<file path="src/ctbi_pkg.sv">
package ctbi_pkg;

   localparam int unsigned ADDR_W = 12;
   localparam int unsigned ASID_W = 16;
   localparam int unsigned VMID_W = 16;
   localparam int unsigned VA_W   = 64;

   // register byte offsets
   localparam logic [11:0] OFS_INV_ALL     = 12'h000;
   localparam logic [11:0] OFS_INV_SPACE   = 12'h004;
   localparam logic [11:0] OFS_INV_VA_LO   = 12'h008;
   localparam logic [11:0] OFS_INV_VA_HI   = 12'h00C;
   localparam logic [11:0] OFS_INV_VAA_LO  = 12'h010;
   localparam logic [11:0] OFS_INV_VAA_HI  = 12'h014;
   localparam logic [11:0] OFS_BANK_CFG    = 12'h020;
   localparam logic [11:0] OFS_STATUS      = 12'h024;

   // bank configuration fields
   localparam int unsigned CFG_HYP_BIT     = 0;
   localparam int unsigned CFG_MON_BIT     = 1;
   localparam int unsigned CFG_SEC_BIT     = 2;
   localparam int unsigned CFG_WIDE_BIT    = 3;
   localparam int unsigned CFG_AS16_BIT    = 4;
   localparam int unsigned CFG_SCH64_BIT   = 5;
   localparam int unsigned CFG_GRAN_LSB    = 6;
   localparam int unsigned CFG_V2_BIT      = 8;
   localparam int unsigned CFG_VMID_LSB    = 16;
   localparam logic [31:0] CFG_RST         = 32'h0000_0100;
   localparam logic [31:0] CFG_WMASK       = 32'hFFFF_01FF;

   // status fields
   localparam int unsigned STAT_BUSY_BIT   = 0;
   localparam int unsigned STAT_CNT_LSB    = 16;

   localparam logic [1:0]  GRAN_4K         = 2'h0;
   localparam logic [1:0]  GRAN_16K        = 2'h1;
   localparam logic [1:0]  GRAN_64K        = 2'h2;

   localparam logic [1:0]  HTRANS_NONSEQ   = 2'h2;
   localparam logic [2:0]  HSIZE_WORD      = 3'h2;
   localparam logic        HRESP_OKAY      = 1'h0;

   typedef enum logic [1:0] {
      OP_ALL   = 2'b00,
      OP_SPACE = 2'b01,
      OP_VA    = 2'b10,
      OP_VAA   = 2'b11
   } ctbi_op_t;

   typedef struct packed {
      ctbi_op_t            op;
      logic [ASID_W-1:0]   asid;
      logic [VA_W-1:0]     va;
      logic [VMID_W-1:0]   vmid;
      logic                match_vmid;
      logic                match_asid;
      logic                match_va;
      logic                incl_global;
      logic                scope_hyp;
      logic                scope_mon;
      logic                scope_secure;
   } ctbi_req_t;

endpackage

</file>
<file path="src/ctbi_inval_front.sv">
// The AHB-Lite interface to the registers and the register addresses were left to the implementer.
`timescale 1ns/1ps

// How it works
// - invalidate-all targets the bank class: hypervisor, own VMID, or secure any id
// - any write to the invalidate-all register triggers it; data ignored
// - ordinary non-secure bank: invalidate-all matches the bank VMID
// - hypervisor bank: invalidate-all hits hypervisor entries, VMID not matched
// - monitor bank: invalidate-all scoped to monitor entries
// - every request scoped to bank security state; secure banks ignore VMID
// - over-invalidation allowed, locked entries never removed
// - by-identifier: matching id, non-global only, plus VMID on ordinary banks
// - by-identifier id in low bits, 16 wide in version 2 with 64-bit scheme and 16-bit setting, 8 otherwise
// - 32-bit scheme forces id bits 15:8 to zero
// - by-address matches address, id and VMID; globals skip id check
// - hypervisor bank by-address ignores VMID and identifier
// - wide format: lone low write zero-extends, upper half only via pair
// - narrow format: upper half of any access ignored
// - wide by-address: id 63:48, address 55:12 in 43:0
// - 64KB granule drops address 15:12, 16KB drops 13:12
// - address sign-extended from bit 55 only
// - narrow by-address: address 31:12, id 7:0
// - any-id by-address: any id, globals included, VMID on ordinary banks
module ctbi_inval_front
   import ctbi_pkg::*;
(
   input  logic               hclk,             // bus clock
   input  logic               hresetn,          // async reset, active low
   input  logic               hsel,             // slave select
   input  logic [31:0]        haddr,            // byte address
   input  logic [1:0]         htrans,           // transfer type
   input  logic               hwrite,           // write when high
   input  logic [2:0]         hsize,            // transfer size
   input  logic               hready,           // bus ready
   input  logic [31:0]        hwdata,           // write data
   output logic [31:0]        hrdata,           // read data
   output logic               hreadyout,        // slave ready
   output logic               hresp,            // always okay
   output logic               inv_req_valid,    // request pending
   input  logic               inv_req_ready,    // storage takes request
   output logic [1:0]         inv_op,           // operation code
   output logic [ASID_W-1:0]  inv_asid,         // identifier to match
   output logic [VA_W-1:0]    inv_va,           // extended address
   output logic [VMID_W-1:0]  inv_vmid,         // bank vmid
   output logic               inv_match_vmid,   // compare vmid
   output logic               inv_match_asid,   // compare id on non-global
   output logic               inv_match_va,     // compare address
   output logic               inv_incl_global,  // global entries in scope
   output logic               inv_scope_hyp,    // hypervisor entries only
   output logic               inv_scope_mon,    // monitor entries only
   output logic               inv_scope_secure, // security state of entries
   output logic               inv_keep_locked   // locked entries are spared
);

   ////////////////////////////////////////////////////////////////////////////
   // helpers

   function automatic logic is_trigger(input logic [ADDR_W-1:0] a);
      is_trigger = (a == OFS_INV_ALL) || (a == OFS_INV_SPACE) ||
                   (a == OFS_INV_VA_LO) || (a == OFS_INV_VAA_LO);
   endfunction

   function automatic ctbi_req_t build_req(input ctbi_op_t    op,
                                           input logic [31:0] lo,
                                           input logic [31:0] hi,
                                           input logic [31:0] cfg);
      ctbi_req_t   r;
      logic        hyp;
      logic        mon;
      logic        sec;
      logic [1:0]  gran;
      logic [43:0] a;
      r    = '0;
      hyp  = cfg[CFG_HYP_BIT];
      mon  = cfg[CFG_MON_BIT];
      sec  = cfg[CFG_SEC_BIT];
      gran = cfg[CFG_GRAN_LSB +: 2];
      a    = '0;
      r.op = op;
      unique case (op)
         OP_ALL:   r.asid = '0;
         OP_SPACE: r.asid = lo[15:0];
         OP_VA:    r.asid = cfg[CFG_WIDE_BIT] ? hi[31:16] : {8'h00, lo[7:0]};
         OP_VAA:   r.asid = '0;
      endcase
      // narrow identifiers: version 1, 32-bit scheme, 8-bit setting
      if (!cfg[CFG_V2_BIT] || !cfg[CFG_SCH64_BIT] || !cfg[CFG_AS16_BIT])
      begin
         r.asid[15:8] = 8'h00;
      end
      if (hyp || mon)
      begin
         r.asid = '0;
      end
      if (op == OP_VA || op == OP_VAA)
      begin
         if (cfg[CFG_WIDE_BIT])
         begin
            a = {hi[11:0], lo};
         end
         else
         begin
            a = {24'h00_0000, lo[31:12]};
         end
         if (gran == GRAN_64K)
         begin
            a[3:0] = 4'h0;
         end
         else if (gran == GRAN_16K)
         begin
            a[1:0] = 2'h0;
         end
      end
      r.va           = {{8{a[43]}}, a, 12'h000};
      r.vmid         = cfg[CFG_VMID_LSB +: VMID_W];
      r.scope_hyp    = hyp;
      r.scope_mon    = mon;
      r.scope_secure = sec;
      r.match_vmid   = !sec && !hyp && !mon;
      r.match_asid   = (op == OP_SPACE) || (op == OP_VA && !hyp && !mon);
      r.match_va     = (op == OP_VA) || (op == OP_VAA);
      r.incl_global  = (op != OP_SPACE);
      return r;
   endfunction

   ////////////////////////////////////////////////////////////////////////////
   // bus slave state

   logic                dp_r;
   logic                dp_write_r;
   logic                dp_word_r;
   logic [ADDR_W-1:0]   dp_addr_r;
   logic                hreadyout_r;
   logic [31:0]         hrdata_r;
   logic [31:0]         cfg_r;
   logic [31:0]         stage_r;
   logic                stage_ok_r;
   logic                stage_vaa_r;
   logic                req_valid_r;
   ctbi_req_t           req_r;
   logic [15:0]         issued_cnt_r;

   logic                addr_ok;
   logic                commit;
   logic                wr_commit;
   logic                trig_commit;
   logic                req_busy_nxt;
   ctbi_op_t            op_sel;
   logic [31:0]         upper;

   assign addr_ok      = hsel && htrans[1] && hready;
   assign commit       = dp_r && hreadyout_r;
   assign wr_commit    = commit && dp_write_r;
   // invalidate-all takes any width, argument registers need whole words
   assign trig_commit  = wr_commit && is_trigger(dp_addr_r) &&
                         (dp_word_r || dp_addr_r == OFS_INV_ALL);
   assign req_busy_nxt = (req_valid_r && !inv_req_ready) || trig_commit;

   always_comb
   begin
      unique case (dp_addr_r)
         OFS_INV_SPACE:  op_sel = OP_SPACE;
         OFS_INV_VA_LO:  op_sel = OP_VA;
         OFS_INV_VAA_LO: op_sel = OP_VAA;
         default:        op_sel = OP_ALL;
      endcase
   end

   // upper half only counts after a matching high write in wide format
   always_comb
   begin
      upper = 32'h0000_0000;
      if (cfg_r[CFG_WIDE_BIT] && stage_ok_r &&
          (stage_vaa_r == (op_sel == OP_VAA)))
      begin
         upper = stage_r;
      end
   end

   ////////////////////////////////////////////////////////////////////////////
   // address and data phase, wait states only when a request is still pending

   always_ff @(posedge hclk or negedge hresetn)
   begin
      if (!hresetn)
      begin
         dp_r        <= 1'b0;
         dp_write_r  <= 1'b0;
         dp_word_r   <= 1'b0;
         dp_addr_r   <= '0;
         hreadyout_r <= 1'b1;
      end
      else if (addr_ok)
      begin
         dp_r        <= 1'b1;
         dp_write_r  <= hwrite;
         dp_word_r   <= (hsize == HSIZE_WORD);
         dp_addr_r   <= haddr[ADDR_W-1:0];
         hreadyout_r <= !(hwrite && is_trigger(haddr[ADDR_W-1:0]) && req_busy_nxt);
      end
      else if (commit)
      begin
         dp_r        <= 1'b0;
         hreadyout_r <= 1'b1;
      end
      else if (dp_r)
      begin
         hreadyout_r <= !req_busy_nxt;
      end
   end

   // operation registers read as zero, as do unmapped offsets
   always_ff @(posedge hclk or negedge hresetn)
   begin
      if (!hresetn)
      begin
         hrdata_r <= 32'h0000_0000;
      end
      else if (addr_ok && !hwrite)
      begin
         unique case (haddr[ADDR_W-1:0])
            OFS_BANK_CFG: hrdata_r <= cfg_r;
            OFS_STATUS:   hrdata_r <= {issued_cnt_r, 15'h0000, req_valid_r};
            default:      hrdata_r <= 32'h0000_0000;
         endcase
      end
   end

   always_ff @(posedge hclk or negedge hresetn)
   begin
      if (!hresetn)
      begin
         cfg_r <= CFG_RST;
      end
      else if (wr_commit && dp_word_r && dp_addr_r == OFS_BANK_CFG)
      begin
         cfg_r <= hwdata & CFG_WMASK;
      end
   end

   // high half is held until the next trigger write, which uses it only if it completes the pair
   always_ff @(posedge hclk or negedge hresetn)
   begin
      if (!hresetn)
      begin
         stage_r     <= 32'h0000_0000;
         stage_ok_r  <= 1'b0;
         stage_vaa_r <= 1'b0;
      end
      else if (wr_commit && dp_word_r &&
               (dp_addr_r == OFS_INV_VA_HI || dp_addr_r == OFS_INV_VAA_HI))
      begin
         stage_r     <= hwdata;
         stage_ok_r  <= 1'b1;
         stage_vaa_r <= (dp_addr_r == OFS_INV_VAA_HI);
      end
      else if (trig_commit)
      begin
         stage_ok_r  <= 1'b0;
      end
   end

   ////////////////////////////////////////////////////////////////////////////
   // request toward storage

   always_ff @(posedge hclk or negedge hresetn)
   begin
      if (!hresetn)
      begin
         req_valid_r <= 1'b0;
         req_r       <= '0;
      end
      else if (trig_commit)
      begin
         req_valid_r <= 1'b1;
         req_r       <= build_req(op_sel, hwdata, upper, cfg_r);
      end
      else if (inv_req_ready)
      begin
         req_valid_r <= 1'b0;
      end
   end

   always_ff @(posedge hclk or negedge hresetn)
   begin
      if (!hresetn)
      begin
         issued_cnt_r <= 16'h0000;
      end
      else if (req_valid_r && inv_req_ready)
      begin
         issued_cnt_r <= issued_cnt_r + 16'h0001;
      end
   end

   assign hrdata           = hrdata_r;
   assign hreadyout        = hreadyout_r;
   assign hresp            = HRESP_OKAY;
   assign inv_req_valid    = req_valid_r;
   assign inv_op           = req_r.op;
   assign inv_asid         = req_r.asid;
   assign inv_va           = req_r.va;
   assign inv_vmid         = req_r.vmid;
   assign inv_match_vmid   = req_r.match_vmid;
   assign inv_match_asid   = req_r.match_asid;
   assign inv_match_va     = req_r.match_va;
   assign inv_incl_global  = req_r.incl_global;
   assign inv_scope_hyp    = req_r.scope_hyp;
   assign inv_scope_mon    = req_r.scope_mon;
   assign inv_scope_secure = req_r.scope_secure;
   // storage may over-invalidate but must spare locked entries
   assign inv_keep_locked  = 1'b1;
endmodule

</file>
<file path="config.mk">
export PLATFORM = sky130hd
export DESIGN_NAME = ctbi_inval_front
export DESIGN_NICKNAME = d
export VERILOG_FILES = /design/src/ctbi_pkg.sv /design/src/ctbi_inval_front.sv
export SDC_FILE = /design/constraint.sdc
export NUM_CORES = 1
export LEC_CHECK = 0
export ABC_AREA = 1
export BUFFER_PORTS_ARGS = -buffer_cell sky130_fd_sc_hd__buf_2
export CORE_ASPECT_RATIO = 0.8
export CORE_MARGIN = 4
export CORE_UTILIZATION = 30
export DETAILED_ROUTE_END_ITERATION = 10
export PLACE_DENSITY = 0.61
export REMOVE_ABC_BUFFERS = 1
export SLEW_MARGIN = 15
export SYNTH_ARGS = -nofsm -noshare
export SYNTH_HDL_FRONTEND = slang
export SYNTH_SLANG_ARGS = --single-unit
</file>
<file path="constraint.sdc">
create_clock -name hclk -period 2.65 [get_ports hclk]
set_input_delay 0.265 -clock hclk [delete_from_list [all_inputs] [get_ports hclk]]
set_output_delay 0.265 -clock hclk [all_outputs]
set_load 0.01 [all_outputs]
</file>
==> flow_metrics.tcl <==
set metrics [dict create \
    synth_top_family_by_area "simple AND/OR/NAND/NOR gates" \
    drv.max_cap_violation_count 0 \
    dr_total_vias 7218 \
    synth-edff-count 0 \
    antenna_violating_nets_post_route 0 \
    clk_pin_slew_ps 70 \
    post_route_cells_drive_above_1_share_pct 23.0 \
    post_cts_buffers 0 \
    ys_ff_latch 197 \
    synthCells 1035 \
    first_pass_iters 5 \
    synthesized_area_fraction_occupied_by_adder_cells_pct 0.138 \
    grt_antenna_before_repair 0 \
    htree_depth 4 \
    viasPerCell 4.48 \
    synth.mux.area_fraction_pct 0.124 \
    number_of_clock_sinks_seen_by_cts 197 \
    place.port_buffers 173 \
    ir_worst_vdd_v 0.000439 \
    syn-cell-area_um2 9070 \
    layout.cells.non_filler 1611 \
    top_level_ports 216 \
    synth-compound-area-share_pct 11.5 \
    synth_xor_xnor_area_share_pct 1.45 \
    layout.nets 1268 \
    ys_dominant_reg_cell "sky130_fd_sc_hd__dfrtp_1" \
    grt_pass1_wl_um 40500 \
    power.density_cell_area_nw_per_um2 608 \
    setup_viol 0 \
    synth_simple_gate_area_share_pct 22.5 \
    grt_use_total_pct 15.7 \
    timing.critical_path.to_type "register" \
    number_of_global_route_vias_before_repair 7003 \
    floorplan.initialDensity_pct 30.7 \
    cp.required_ps 2930 \
    floorplan.die_area_um2 33100 \
    post_cts_resize_count 0 \
    grt_max_degree 66 \
    rsz0062_at_grt "no" \
    avgRoutedWirePerCell_um 16.0 \
    most_used_layer_global_route "met1" \
    synth_sequential_area_ratio_pct 54.4 \
    final.period_utilization_pct 82.7 \
    highest_count_cells_in_the_layout_ignoring_fill_and_taps "sky130_fd_sc_hd__nand2_1, sky130_fd_sc_hd__dfrtp_1, sky130_fd_sc_hd__buf_2, sky130_fd_sc_hd__inv_1, sky130_fd_sc_hd__o21ai_0" \
    crit_arrival_ps 2470 \
    fp.dieH_um 163 \
    finalWorstPathRequiredPeriod_ps 2190 \
    avgSynthCellArea_um2 8.76 \
    grtUsageMet2_pct 22.6 \
    clk_root_buffer_cell "sky130_fd_sc_hd__clkbuf_16" \
    numCtsBuffers 17 \
    die_width_um 202 \
    grt_use_met1_pct 23.5 \
    static-leakage-power_nw 5.87 \
    yosysWarnings 0 \
    hpwl_um 19200 \
    max_freq_mhz 456 \
    grtUsageMet3_pct 4.21 \
    start_kind "register" \
    globalRouteOverflowTotal 0 \
    tightestPinTransition_ps 889 \
    routed_wl_um 25800 \
    cts_max_path_buffers 2 \
    placeable_core_region_um2 29600 \
    num_antenna_cells 0 \
    syn_to_final_growth_pct 18.4 \
    crit_path_max_fanout 57 \
    slew_viol_final 0 \
    clock_tree_from_tritoncts "done" \
    dp.cells 1578 \
    insertion_delay_ps 440 \
    max_slew_margin_pct 40.6 \
    timing.clock.skew_ps 9.79 \
    status "finished clean" \
    crit_type "register to register" \
    synth.lib_cells_used.distinct 46 \
    place_congestion 0.798 \
    ys_async_sr_fraction_pct 100 \
    hold_path_class "input port to register" \
    placementRows 56 \
    drtIter0Drc 494 \
    final_common_cell "sky130_fd_sc_hd__nand2_1" \
    final_hold_viol_count 0 \
    pre_cts_slack_ps 484 \
    post-route-drc-count 0 \
    postLayoutSetupSlackWorst_ps 459 \
    nFillCells 3175 \
]
-- cell families (layout without fill, tap and decap cells) --
| kind of cell | count (synthesis) | in the layout |
|---|---|---|
| flip-flops | 197 | 197 |
| AND/OR/NAND/NOR | 469 | 469 |
| buffers and inverters | 166 | 317 |
| AO/OA/AOI/OAI | 184 | 184 |
| XOR/XNOR | 15 | 15 |
| multiplexers | 1 | 1 |
| other | 2 | 21 |
| adder cells (fa/ha/maj) | 1 | 1 |
-- report_power, final --
part,switching (W),internal (W),total [W]
logic,0.000467,0.000247,0.000714
clock network,0.00129,0.00125,0.00254
registers,0.000108,0.00317,0.00328
-- cells in the mapped netlist (all sizes together), types with 7 or more instances --
cell type,number,area share [%]
inv,87,3.6
nand4,13,1.1
nor3,9,0.61
xor2,14,1.4
nand3,33,2.2
o31ai,7,0.58
a21oi,26,1.4
o22ai,9,0.62
dfrtp,195,54
nand2,342,15
buf,53,5.1
o21ai,133,8.0
nor2,69,3.6
clkbuf,22,0.91
-- metrics by stage --
step                      hold WS [ps]  util [%]  total power (W)  setup TNS, ps  instance area (µm²)
after floorplan                  -30.6         -          0.00369           -645                 8590
after global placement             298      34.4          0.00405              0                10200
after detailed placement           322      34.4          0.00407              0                10200
after CTS                         17.1      36.3          0.00661              0                10700
after global routing              29.3      36.3          0.00686              0                10700
final                             33.8      36.3          0.00653              0                10700
-- layer usage --
| layer | vias up | part of all wire [%] |
|---|---|---|
| li1 | 3558 | - |
| met1 | 3427 | 49 |
| met2 | 209 | 43 |
| met3 | 24 | 6.8 |
| met4 | 0 | 1.2 |
| met5 | - | 0 |
-- path summary, 6_finish.rpt --
check,start,to,slack [ps],cells after the start
max in group asynchronous,hresetn,hreadyout$_DFFE_PN1P_,1450,3
worst max-delay path,dp_addr_r[7]$_DFFE_PN0P_,stage_r[1]$_DFFE_PN0P_,460,8
worst min-delay path,haddr[1],dp_addr_r[1]$_DFFE_PN0P_,30,3
worst max register to register,dp_addr_r[7]$_DFFE_PN0P_,stage_r[1]$_DFFE_PN0P_,460,8
worst min register to register,issued_cnt_r[15]$_DFFE_PN0P_,issued_cnt_r[15]$_DFFE_PN0P_,470,1
min in group asynchronous,hresetn,inv_vmid[1]$_DFFE_PN0P_,390,2
-- timing repair --
action,CTS,global route
endpoints found under the hold margin,62,0
setup endpoints to repair,0,0
hold buffers,1,0
-- state kept, by name (all words and copies together), names as in the netlist, 2 cells and up --
signal        flops
inv_vmid         16
stage_r          28
inv_op            2
inv_asid         16
cfg_r            25
inv_va           44
dp_addr_r        12
hrdata           25
issued_cnt_r     16
-- cell type report --
cell class                 count  area [µm²]  share of cell area [%]
clock buffer                  17         425                    3.96
tap                          406         508                    4.73
clock inverter                15         135                    1.26
sequential                   197        4930                    45.9
multi-input combinational    691        3320                    30.9
inverter                      91         342                    3.18
timing repair buffer         194        1070                    9.99
-- worst max-delay path, stage by stage (launching register included) --
cell                      delay, ps
sky130_fd_sc_hd__dfrtp_1        400
sky130_fd_sc_hd__nor2_2         200
sky130_fd_sc_hd__nand2_2        120
sky130_fd_sc_hd__nor2_8         280
sky130_fd_sc_hd__nand4_1        170
sky130_fd_sc_hd__o21ai_1        200
sky130_fd_sc_hd__inv_2          360
sky130_fd_sc_hd__nand2_1        170
sky130_fd_sc_hd__o21ai_0        100
Note: power is estimated with default switching activity, not from simulation.
